==> config.mk <==
export PLATFORM = sky130hd
export DESIGN_NAME = gipc_port
export DESIGN_NICKNAME = d
export VERILOG_FILES = /design/src/logic/gipc_pkg.sv /design/src/logic/gipc_port.sv
export SDC_FILE = /design/constraint.sdc
export NUM_CORES = 1
export LEC_CHECK = 0
export ABC_AREA = 1
export BUFFER_PORTS_ARGS = -buffer_cell sky130_fd_sc_hd__buf_2
export CORE_MARGIN = 1.5
export CORE_UTILIZATION = 54
export DETAILED_ROUTE_END_ITERATION = 10
export GPL_TIMING_DRIVEN = 0
export PLACE_DENSITY = 0.86
export SYNTH_ARGS = -nofsm -noshare
export SYNTH_HDL_FRONTEND = slang
export SYNTH_SLANG_ARGS = --single-unit
export TNS_END_PERCENT = 10
==> constraint.sdc <==
create_clock -name clk_sys -period 3.25 [get_ports clk_sys]
set_input_delay 0.65 -clock clk_sys [delete_from_list [all_inputs] [get_ports clk_sys]]
set_output_delay 0.65 -clock clk_sys [all_outputs]
set_load 0.02 [all_outputs]
==> src/logic/gipc_pkg.sv <==
// Purpose: Constants and types for the instrument-side bus port configuration block
// Assumes: 100 MHz system clock, Avalon-MM word registers
// Notes:   Offsets are byte addresses; each register takes one aligned word
package gipc_pkg;

  // ----------------------------------------------------------------
  // Timing
  // ----------------------------------------------------------------
  localparam int unsigned CLK_HZ          = 100_000_000;
  localparam int unsigned TONLY_PERIOD_S  = 5;
  localparam int unsigned TONLY_CYC       = TONLY_PERIOD_S * CLK_HZ;
  localparam logic [1:0]  STRAP_SETTLE    = 2'h3;

  // ----------------------------------------------------------------
  // Strap positions (index 0 is switch 1), address range, defaults
  // ----------------------------------------------------------------
  localparam int          SW_ADDR_LSB     = 0;
  localparam int          SW_UNUSED       = 5;
  localparam int          SW_SRQ          = 6;
  localparam int          SW_TONLY        = 7;
  localparam logic [4:0]  ADDR_MAX        = 5'h1E;
  localparam logic [4:0]  ADDR_RESET      = 5'h08;

  // ----------------------------------------------------------------
  // Serial poll status byte bits
  // ----------------------------------------------------------------
  localparam int          STB_MAV         = 4;
  localparam int          STB_ERR         = 6;

  // ----------------------------------------------------------------
  // Register offsets and reset values
  // ----------------------------------------------------------------
  localparam logic [4:0]  OFS_CFG         = 5'h00;
  localparam logic [4:0]  OFS_STATE       = 5'h04;
  localparam logic [4:0]  OFS_IRQ_STAT    = 5'h08;
  localparam logic [4:0]  OFS_IRQ_MASK    = 5'h0C;
  localparam logic [4:0]  OFS_CTRL        = 5'h10;
  localparam logic [2:0]  IRQ_MASK_RESET  = 3'h0;
  localparam logic        CTRL_RUN_RESET  = 1'b1;

  // Interrupt status bit positions
  localparam int          IRQ_SENT        = 0;
  localparam int          IRQ_POLL        = 1;
  localparam int          IRQ_ERR         = 2;

  // ----------------------------------------------------------------
  // Types
  // ----------------------------------------------------------------
  typedef enum logic [1:0] {
    GIPC_IDLE = 2'b00,
    GIPC_SRQ  = 2'b01,
    GIPC_SEND = 2'b11
  } gipc_state_type;

  typedef struct packed {
    logic [4:0] addr;
    logic       talk_only;
    logic       srq_mode;
    logic       addr_err;
    logic       latched;
  } gipc_cfg_type;

  typedef struct packed {
    logic        pressure;
    logic        err;
    logic [1:0]  nval;
    logic [31:0] v0;
    logic [31:0] v1;
    logic [31:0] v2;
  } gipc_msg_type;

endpackage

==> src/logic/gipc_port.sv <==
// Purpose: Strap capture, talk-only pacing and service request handling of the instrument port
// Assumes: Talker/listener engine on the same clock gives one-cycle pulses
// Notes:   Straps are captured once after reset release; later changes are ignored
//
// Contract
// Straps are sampled once at power-up and never again until the next power cycle.
// The bus address lies between 0 and 30 and the bus owner keeps it unique.
// The address is the sum of weights 16, 8, 4, 2, 1 of the five address switches that read OFF.
// With the switches as delivered the port answers at address 8.
// Switch 8 OFF at power-up selects talk-only operation, ON disables it.
// In talk-only operation a message with all three display pressures goes out about every 5 seconds.
// Without the second gauge module the talk-only message carries only the ion gauge pressure.
// Switch 7 OFF at power-up makes the port assert SRQ and wait for a serial poll before each message.
// SRQ is released by a serial poll or by reading the pending message.
// The serial poll status byte has bit 4 set as message available.
// After an error bit 6 of the status byte is set and the pending message is an error message.
// Switch 6 is ignored.
// Outside talk-only operation data goes out only in reply to host commands.
// In SRQ operation the controller answers each request with a poll or a read.
//
// Chosen here: the Avalon-MM register port and the register addresses.
`timescale 1ns/1ns
module gipc_port
  import gipc_pkg::*;
#(
  parameter int unsigned TONLY_CYCLES = TONLY_CYC
) (
  // Clock and reset
  input  wire logic         clk_sys,
  input  wire logic         rst,
  // Strap pins, 1 = switch OFF
  input  wire logic [7:0]   sw_off,
  // Pressure sources
  input  wire logic [31:0]  press_ion,
  input  wire logic [31:0]  press_cg_a,
  input  wire logic [31:0]  press_cg_b,
  input  wire logic         cg_present,
  // Command engine
  input  wire logic         reply_rdy,
  input  wire logic [31:0]  reply_data,
  input  wire logic         err_evt,
  // Talker engine
  input  wire logic         spoll,
  input  wire logic         msg_read,
  output logic              msg_valid,
  output gipc_msg_type      msg,
  output logic              srq,
  output logic [7:0]        stb,
  output logic [4:0]        bus_addr,
  output logic              talk_only,
  // Avalon-MM slave
  input  wire logic [2:0]   avs_address,
  input  wire logic         avs_read,
  input  wire logic         avs_write,
  input  wire logic [31:0]  avs_writedata,
  output logic [31:0]       avs_readdata,
  output logic              avs_waitrequest,
  // Interrupt
  output logic              irq
);

  // ----------------------------------------------------------------
  // Strap synchroniser and one-time capture
  // ----------------------------------------------------------------
  logic [7:0]     sw_s1_q, sw_s2_q, sw_s3_q;
  logic [1:0]     settle_q;
  gipc_cfg_type   cfg_q;
  logic [4:0]     sw_addr;
  wire            sw_agree = (sw_s2_q == sw_s3_q);

  // Address straps weigh 16..1 when OFF; switch 6 never looked at
  assign sw_addr = sw_s3_q[SW_ADDR_LSB +: 5];

  // Three stages; only s2 and s3 are compared
  always_ff @(posedge clk_sys) begin
    sw_s1_q <= sw_off;
    sw_s2_q <= sw_s1_q;
    sw_s3_q <= sw_s2_q;
  end

  // Capture once when the pipe is full and stable; reset stands for power-up
  always_ff @(posedge clk_sys) begin
    if (rst) begin
      settle_q <= 2'h0;
      cfg_q    <= '{addr: ADDR_RESET, default: 1'b0};
    end else begin
      if (settle_q != STRAP_SETTLE) begin
        settle_q <= settle_q + 2'h1;
      end
      if (!cfg_q.latched && settle_q == STRAP_SETTLE && sw_agree) begin
        cfg_q.latched   <= 1'b1;
        cfg_q.addr      <= (sw_addr > ADDR_MAX) ? ADDR_MAX : sw_addr;
        cfg_q.addr_err  <= (sw_addr > ADDR_MAX);
        cfg_q.talk_only <= sw_s3_q[SW_TONLY];
        cfg_q.srq_mode  <= sw_s3_q[SW_SRQ];
      end
    end
  end

  // ----------------------------------------------------------------
  // Talk-only pacing
  // ----------------------------------------------------------------
  logic [31:0]    tick_cnt_q;
  logic           tick_q;
  logic           run_q;
  wire            pacing = cfg_q.latched && cfg_q.talk_only && run_q;

  // Free-running period counter; software can stop it, which clears the count
  always_ff @(posedge clk_sys) begin
    if (rst || !pacing) begin
      tick_cnt_q <= 32'h0;
      tick_q     <= 1'b0;
    end else begin
      tick_q     <= (tick_cnt_q == TONLY_CYCLES - 1);
      tick_cnt_q <= (tick_cnt_q == TONLY_CYCLES - 1) ? 32'h0 : tick_cnt_q + 32'h1;
    end
  end

  // ----------------------------------------------------------------
  // Message sources and error latch
  // ----------------------------------------------------------------
  gipc_state_type state_q, state_d;
  logic           tick_pend_q, rep_pend_q, err_q;
  logic [31:0]    rep_data_q;
  wire            idle     = (state_q == GIPC_IDLE);
  wire            take_any = idle && (tick_pend_q || rep_pend_q || err_q);
  // A pending error is served first; tick and reply stay pending behind it
  wire            take_rep = take_any && !err_q && !tick_pend_q && rep_pend_q;
  wire            take_tck = take_any && !err_q && tick_pend_q;
  wire            sent     = (state_q == GIPC_SEND) && msg_read;
  wire            err_sent = sent && msg.err;

  // Pending flags: a new event wins over the clear in the same cycle
  always_ff @(posedge clk_sys) begin
    if (rst) begin
      tick_pend_q <= 1'b0;
      rep_pend_q  <= 1'b0;
      rep_data_q  <= 32'h0;
      err_q       <= 1'b0;
    end else begin
      tick_pend_q <= tick_q || (tick_pend_q && !take_tck);
      rep_pend_q  <= (reply_rdy && cfg_q.latched) || (rep_pend_q && !take_rep);
      if (reply_rdy) begin
        rep_data_q <= reply_data;
      end
      err_q       <= err_evt || (err_q && !err_sent);
    end
  end

  // ----------------------------------------------------------------
  // Message state machine
  // ----------------------------------------------------------------
  // Poll or read releases a waiting request
  always_comb begin
    state_d = state_q;
    unique case (state_q)
      GIPC_IDLE: begin
        if (take_any) begin
          state_d = cfg_q.srq_mode ? GIPC_SRQ : GIPC_SEND;
        end
      end
      GIPC_SRQ: begin
        if (msg_read) begin
          state_d = GIPC_IDLE;
        end else if (spoll) begin
          state_d = GIPC_SEND;
        end
      end
      GIPC_SEND: begin
        if (msg_read) begin
          state_d = GIPC_IDLE;
        end
      end
      default: begin
        state_d = GIPC_IDLE;
      end
    endcase
  end

  // Message body is built when the source is taken
  always_ff @(posedge clk_sys) begin
    if (rst) begin
      state_q <= GIPC_IDLE;
      msg     <= '0;
    end else begin
      state_q <= state_d;
      if (take_any) begin
        msg.err      <= err_q;
        msg.pressure <= !err_q && take_tck;
        msg.v0       <= err_q ? 32'h0 : (take_tck ? press_ion : rep_data_q);
        msg.v1       <= (!err_q && take_tck && cg_present) ? press_cg_a : 32'h0;
        msg.v2       <= (!err_q && take_tck && cg_present) ? press_cg_b : 32'h0;
        msg.nval     <= (!err_q && take_tck && cg_present) ? 2'h3 : 2'h1;
      end
    end
  end

  // Port outputs, all registered
  always_ff @(posedge clk_sys) begin
    if (rst) begin
      msg_valid <= 1'b0;
      srq       <= 1'b0;
      stb       <= 8'h00;
      bus_addr  <= ADDR_RESET;
      talk_only <= 1'b0;
    end else begin
      msg_valid <= (state_d == GIPC_SEND);
      srq       <= (state_d == GIPC_SRQ);
      stb       <= 8'h00;
      stb[STB_MAV] <= (state_d != GIPC_IDLE);
      stb[STB_ERR] <= (state_d != GIPC_IDLE) && (take_any ? err_q : msg.err);
      bus_addr  <= cfg_q.addr;
      talk_only <= cfg_q.talk_only;
    end
  end

  // ----------------------------------------------------------------
  // Avalon-MM slave: one wait cycle per access
  // ----------------------------------------------------------------
  logic [2:0]  irq_stat_q, irq_mask_q;
  wire         req    = avs_read || avs_write;
  wire [4:0]   ofs    = {avs_address, 2'b00};
  wire         wr_ack = avs_write && !avs_waitrequest;
  wire [2:0]   w1c    = (wr_ack && ofs == OFS_IRQ_STAT) ? avs_writedata[2:0] : 3'h0;
  wire [2:0]   evt    = {err_evt, spoll, sent};
  logic [31:0] rd_mux;

  // Read decode; unmapped offsets read zero
  always_comb begin
    rd_mux = 32'h0;
    unique case (ofs)
      OFS_CFG:      rd_mux = {21'h0, cfg_q, 2'h0}; // Address lands in bits 10..6
      OFS_STATE:    rd_mux = {20'h0, err_q, srq, state_q, stb};
      OFS_IRQ_STAT: rd_mux = {29'h0, irq_stat_q};
      OFS_IRQ_MASK: rd_mux = {29'h0, irq_mask_q};
      OFS_CTRL:     rd_mux = {31'h0, run_q};
      default:      rd_mux = 32'h0;
    endcase
  end

  // Wait request drops for one cycle per request
  always_ff @(posedge clk_sys) begin
    if (rst) begin
      avs_waitrequest <= 1'b1;
      avs_readdata    <= 32'h0;
    end else begin
      avs_waitrequest <= !(req && avs_waitrequest);
      if (avs_read && avs_waitrequest) begin
        avs_readdata <= rd_mux;
      end
    end
  end

  // Control, mask and sticky status; set beats write-one-to-clear
  always_ff @(posedge clk_sys) begin
    if (rst) begin
      irq_stat_q <= 3'h0;
      irq_mask_q <= IRQ_MASK_RESET;
      run_q      <= CTRL_RUN_RESET;
      irq        <= 1'b0;
    end else begin
      irq_stat_q <= evt | (irq_stat_q & ~w1c);
      if (wr_ack && ofs == OFS_IRQ_MASK) begin
        irq_mask_q <= avs_writedata[2:0];
      end
      if (wr_ack && ofs == OFS_CTRL) begin
        run_q <= avs_writedata[0];
      end
      irq        <= |(irq_stat_q & irq_mask_q);
    end
  end

endmodule

==> results.cfg, run 1 <==
[status]
status = finished clean

[placed_design]
post_dp_cell_area_mm2 = 0.0110
place.gp.congestion = 0.978
portBuffers = 273
dp_hpwl_um = 20500

[clock_network]
hold_buffers = 0
root_buffer = clkbuf_16
cts_max_path_buffers = 3
clock_latency_ps = 520
clkSinkCount = 236
cts_resized = 0
clk_pin_slew_ps = 60
cts_made_buffers = 24
ctsHtreeMaxLevel = 1
cts_tree = built
post_cts_buffers = 0

[floorplan]
core_region_area_mm2 = 0.0167
fp.dieH_um = 134
num_rows = 47
dieArea_mm2 = 0.0180
initial_core_util_pct = 55.8
die_x_um = 134
io_pins = 330

[yosys]
async_reset_ff_share_pct = 0
yosysMostFrequentCell = nand2_1
synth_warnings = 0
ys_ff_latch = 236
synth-seq-area-share_pct = 50.7
synth_edf_count = 0
yosysTopAreaCell = dfxtp_1
synthTopCellsByCount = nand2_1 (398), dfxtp_1 (236), nor2_1 (173), a21oi_1 (97), inv_1 (76)
syn_area_per_cell_um2 = 7.50
syn-cell-area_mm2 = 0.00931
synth_cell_type_count = 33
synth_area_leaders = dfxtp_1 (51%), nand2_1 (16%), nor2_1 (7.0%)
synthCells = 1242
synthFlopType = dfxtp_1
yosys.area.top_type_share_pct = 50.7

[routing]
vias = 9158
first_iter_violations = 633
ant_nets = 0
drc = 0
wl_um = 27200
wl_per_cell_um = 15.0
viasPerCell = 5.05
drtPass1Iterations = 5

[sta]
max_freq_ghz = 0.529
final_hold_viol_count = 0
rsz0062_at_grt = no
maxSlewHeadroom_pct = 40.3
finalMaxSlewViolations = 0
finalWorstPathRequiredPeriod_ps = 1890
skew_ps = 13.6
setup_viol = 0
fin_crit_sh_pct = 58.1
worst_pin_slew_ps = 895
setup_tns_ps = 0

[critical_path]
crit_chain = buf_2 -> inv_1 -> clkbuf_1 -> clkbuf_1 -> o211ai_1
cp.arrival_ps = 2230
critical_path_class = in2reg
worst-r2r-setup-slack_ps = 1540
cp-start-kind = input port
worstReg2RegEnd = tick_cnt_q[8]
cpMostUsedCell = clkbuf_1
slowest_stage = clkbuf_1
crit_fanout = 10
slowest_delay_ps = 730
crit_required_ps = 3590
reg2regPathDepth = 9
end_kind = flip-flop
rr_startpoint = tick_cnt_q[0]

[final_layout]
num-nets-final = 1748
multi_input_area_mm2 = 0.00388
ff_latch_area_mm2 = 0.00472
nFillCells = 1301
area_delta_synth_final_pct = 28.2
stdcell_area_mm2 = 0.0119
drive_gt1_share_pct = 25.2

[power_and_ir_drop]
power_frac_clock_pct = 46.4
ir_drop_mv = 0.692
comb_power_share_pct = 6.7
p_sw_mw = 1.47
powerDensity_mw_per_mm2 = 536
power_switching_share_pct = 23.0
power_frac_seq_pct = 46.9
power_leakage_nw = 5.22
internal-power_mw = 4.93

[grt]
antenna_found_initial = 9
grt_pass1_wl_um = 40600
grt_pass1_vias = 8256
grt_usage_pct = 28.3
grt_max_degree = 16
grt.overflow.total = 0

[worst_hold_path]
hold_start = sw_off[4]
hp-class = in2reg
whs_path_depth = 1
hold_end = sw_s1_q[4]

[run]
drv_cap = 0
## through the flow
step	total power [mW]	cells	setup WS [ps]	hold slack [ps]	util, %
after floorplan	3.30	1267	1760	310	-
after global placement	3.47	1760	915	310	66.1
after detailed placement	3.48	1760	901	312	66.1
after CTS	6.42	1804	1430	219	71.3
after global routing	6.57	1813	1260	219	71.4
final	6.39	1814	1360	231	71.5
## layout make-up
cell class                 count  share of cell area [%]
buffer                        78                    4.21
timing repair buffer         273                    11.4
multi-input combinational    874                    32.5
antenna                       10                   0.210
clock buffer                  32                    5.71
inverter                      79                    2.48
clock inverter                12                    1.51
sequential                   236                    39.6
tap                          220                    2.31
## cell families after synthesis
kind of cell,Yosys count,share of synthesized area [%]
compound gates,194,11.4
xor+xnor,16,1.51
fa+ha+maj,2,0.269
buf+inv,157,8.59
flops,236,50.7
other cells,1,0.0403
simple gates,636,27.5
## critical path: cells and delay by family
kind	cells	cell delay [ps]
buf+inv	4	1400
compound gates	1	170
## per-layer routing
layer	global-route usage, %	wire (um)
met1	32.9	10300
met2	49.2	13500
met3	5.14	2140
met4	15.7	1310
met5	0	0
## cell usage in the layout, fill, tap and decap left out, types with 10 or more instances in the layout
cell       count
a31oi_1       27
dfxtp_1      236
diode_2       10
nand2_1      398
clkbuf_1      23
nand3_1       27
nand3b_1      10
o21ai_0       52
clkbuf_16     25
conb_1        26
nor2_1       173
a21oi_1       97
buf_2        293
inv_1         76
buf_4         29
a21oi_2       10
## worst max path at each step
| stage | startpoint | end | slack, ps | cells after the start |
|---|---|---|---|---|
| 6_report | rst | avs_waitrequest | 1360 | 5 |
| 3_5_place_dp | rst | avs_waitrequest | 900 | 5 |
| 4_1_cts | rst | avs_waitrequest | 1430 | 5 |
| 3_3_place_gp | rst | avs_waitrequest | 910 | 5 |
| 5_1_grt | rst | avs_waitrequest | 1260 | 5 |
| 2_1_floorplan | rst | avs_waitrequest | 1760 | 4 |
## sequential cells by signal, summed over array words and instances, names as in the netlist, 2 cells and up
name,flops
msg,100
bus_addr,5
sw_s3_q,8
rep_data_q,32
sw_s1_q,8
avs_readdata,12
cfg_q,9
tick_cnt_q,32
settle_q,2
sw_s2_q,8
irq_stat_q,3
irq_mask_q,3
state_q,2
stb,2
## power by group through the flow
stage                     clock network [mW]  logic, mW  registers (mW)
final                                   2.97      0.426            3.00
after global routing                    3.10      0.467            3.00
after CTS                               3.00      0.423            3.00
after detailed placement                   0      0.419            3.06
after global placement                     0      0.413            3.06
after floorplan                            0      0.231            3.07
Note: power is estimated with default switching activity, not from simulation.
==> run 2: changes to the inputs <==
- ABC_AREA: 1 -> 0
- CORE_UTILIZATION: 54 -> 45
- PLACE_DENSITY: 0.86 -> 0.76
- clock period: 3.25 -> 1.7 ns (I/O delays scaled with it)
==> results.cfg, run 2 <==
[final_layout]
mostFrequentLayoutCell = buf_2
layout_common_cells = buf_2 (278), dfxtp_1 (218), nor2_1 (127)
nFillCells = 1750
top_register = msg
largest_reg_flops = 100
final_core_util_pct = 60.7
num-nets-final = 1472
ff_latch_area_mm2 = 0.00475
area_delta_synth_final_pct = 33.3
reg.largest.list = msg (100), rep_data_q (32), tick_cnt_q (32)
stdcell_area_mm2 = 0.0122
multi_input_area_mm2 = 0.00411
drive_gt1_share_pct = 34.2

[sta]
whs_ps = 30.0
setup_tns_ps = -4900
finalMaxSlewViolations = 0
finalWorstPathRequiredPeriod_ps = 1890
rsz0062_at_grt = yes
fin_crit_sh_pct = 111
max_freq_ghz = 0.529
worst_pin_slew_ps = 862
skew_ps = 24.0
maxSlewHeadroom_pct = 42.5
finalWorstSetupSlack_ps = -192
final_hold_viol_count = 0
setup_viol = 37

[critical_path]
critical_path_class = reg2reg
crit_fanout = 6
slowest_delay_ps = 510
crit_chain = or4_1 -> or3b_4 -> nor3_4 -> buf_6 -> buf_6 -> nor3_2
worst-r2r-setup-slack_ps = -190
cp-startpoint = tick_cnt_q[29]
cpMostUsedCell = buf_6
rr_startpoint = tick_cnt_q[29]
end_kind = flip-flop
worstReg2RegEnd = tick_cnt_q[13]
slowest_stage = or4_1
reg2regPathDepth = 6
cp.arrival_ps = 2260
crit_required_ps = 2060
cp-start-kind = flip-flop

[yosys]
syn_area_per_cell_um2 = 9.67
synthFlopType = dfxtp_1
yosysTopAreaCell = dfxtp_1
yosys.area.top_type_share_pct = 51.6
synth-seq-area-share_pct = 51.6
synth_area_leaders = dfxtp_1 (52%), mux2i_1 (8.0%), a22oi_1 (6.0%)
synthCells = 947
async_reset_ff_share_pct = 0
syn-cell-area_mm2 = 0.00916
synth_cell_type_count = 54
ys_ff_latch = 236
yosysMostFrequentCell = dfxtp_1
synth_warnings = 0
synth_edf_count = 0
synthTopCellsByCount = dfxtp_1 (236), nor2_1 (128), a22oi_1 (73), mux2i_1 (73), a21oi_1 (51)

[routing]
first_iter_violations = 550
vias = 8289
ant_nets = 0
drtPass1Iterations = 5
drc = 0
wl_um = 26700
wl_per_cell_um = 16.9
viasPerCell = 5.25

[worst_hold_path]
hp-class = in2reg
hold_start = rst
whs_path_depth = 2
hold_end = bus_addr[4]

[grt]
use_met1_pct = 30.0
grt_usage_pct = 23.8
grt.overflow.total = 0
grt_max_degree = 14
grt_pass1_vias = 7725
busiest_layer = met2
grt_use_met2_pct = 41.0
antenna_found_initial = 1
met3_usage_pct = 4.80
grt_pass1_wl_um = 41000

[floorplan]
num_rows = 52
initial_core_util_pct = 45.6
fp.dieH_um = 146
core_region_area_mm2 = 0.0201
dieArea_mm2 = 0.0212
io_pins = 330
die_x_um = 146

[power_and_ir_drop]
powerDensity_mw_per_mm2 = 1000
power_leakage_nw = 5.23
ir_drop_mv = 0.684
power_mw = 12.3

[clock_network]
clock_latency_ps = 520
ctsHtreeMaxLevel = 1
cts_made_buffers = 25
clk_pin_slew_ps = 60
root_buffer = clkbuf_16
cts_max_path_buffers = 3
clkSinkCount = 236
cts_tree = built

[placed_design]
portBuffers = 273
place.gp.congestion = 0.892
dp_hpwl_um = 19500
post_dp_cell_area_mm2 = 0.0110

[status]
failed_checks = negative setup slack
status = finished with violations

[run]
drv_cap = 0
run 2: changes by cell type after synthesis, sizes merged, moves of 14 or more:
| cell | before | now |
|---|---|---|
| a22oi | 0 | 73 |
| a211oi | 0 | 18 |
| o31ai | 0 | 17 |
| clkbuf | 19 | 38 |
| nor3 | 5 | 19 |
| or4 | 0 | 18 |
| nor2 | 182 | 128 |
| a21oi | 107 | 51 |
| mux2i | 0 | 73 |
| or3 | 0 | 37 |
| inv | 78 | 13 |
| a31oi | 27 | 1 |
| nand2 | 403 | 48 |
| o21ai | 52 | 7 |
run 2: area by class of cell:
type | count | share of cell area (%)
multi-input combinational | 631 | 33.7
timing repair buffer | 291 | 12.5
clock buffer | 37 | 6.15
antenna | 1 | 0.0205
clock inverter | 8 | 0.830
sequential | 236 | 38.9
inverter | 13 | 0.400
tap | 270 | 2.77
buffer | 92 | 4.71
run 2: worst max-delay path by stage:
| stage | endpoint | slack (ps) | cells past startpoint |
|---|---|---|---|
| final | tick_cnt_q[13] | -190 | 6 |
| after global routing | tick_cnt_q[27] | -270 | 4 |
| after CTS | tick_cnt_q[13] | -180 | 6 |
| after detailed placement | msg[62] | -510 | 7 |
| after global placement | settle_q[1] | -440 | 5 |
| after floorplan | cfg_q[3] | -110 | 4 |
run 2: worst max-delay path, delay by kind of cell, from the launching register on:
| family | cells | cell delay (ps) |
|---|---|---|
| flops | 1 | 330 |
| simple gates | 4 | 1120 |
| buf+inv | 2 | 290 |
run 2: kinds of logic (layout without fill, tap and decap cells):
family | count (synthesis) | after routing | share of synthesized area, %
fa+ha+maj | 2 | 2 | 0.273
flops | 236 | 236 | 51.6
xor+xnor | 20 | 20 | 1.91
compound gates | 175 | 175 | 13.0
simple gates | 325 | 325 | 18.1
mux | 83 | 83 | 9.21
buf+inv | 105 | 441 | 5.94
other cells | 1 | 27 | 0.0409
run 2: repair_timing:
| action | in CTS | in global routing |
|---|---|---|
| pin swaps | 1 | 7 |
| cloned | 0 | 1 |
| hold buffers | 8 | 0 |
| hold endpoints to repair | 8 | 0 |
| setup endpoints to repair | 146 | 147 |
| buffers inserted | 5 | 4 |
| resized for setup | 33 | 65 |
run 2: layer usage:
metal	share of wire, %	vias up
met5	0	-
met4	3.0	0
met3	6.0	54
met2	48	267
met1	43	3936
li1	-	4032
run 2: metrics by stage:
stage               std cells  setup WS, ps
detailed placement       1515          -514
floorplan                 972          -110
finish                   1579          -192
CTS                      1573          -180
global placement         1515          -436
global route             1579          -266
run 2: where the power goes:
group          internal, mW  leakage, nW  switching [mW]  total (mW)
registers              5.66         1.93          0.0888        5.75
logic                 0.411         2.87           0.557       0.967
clock network          3.36        0.424            2.17        5.53
total                  9.43         5.23            2.82        12.3
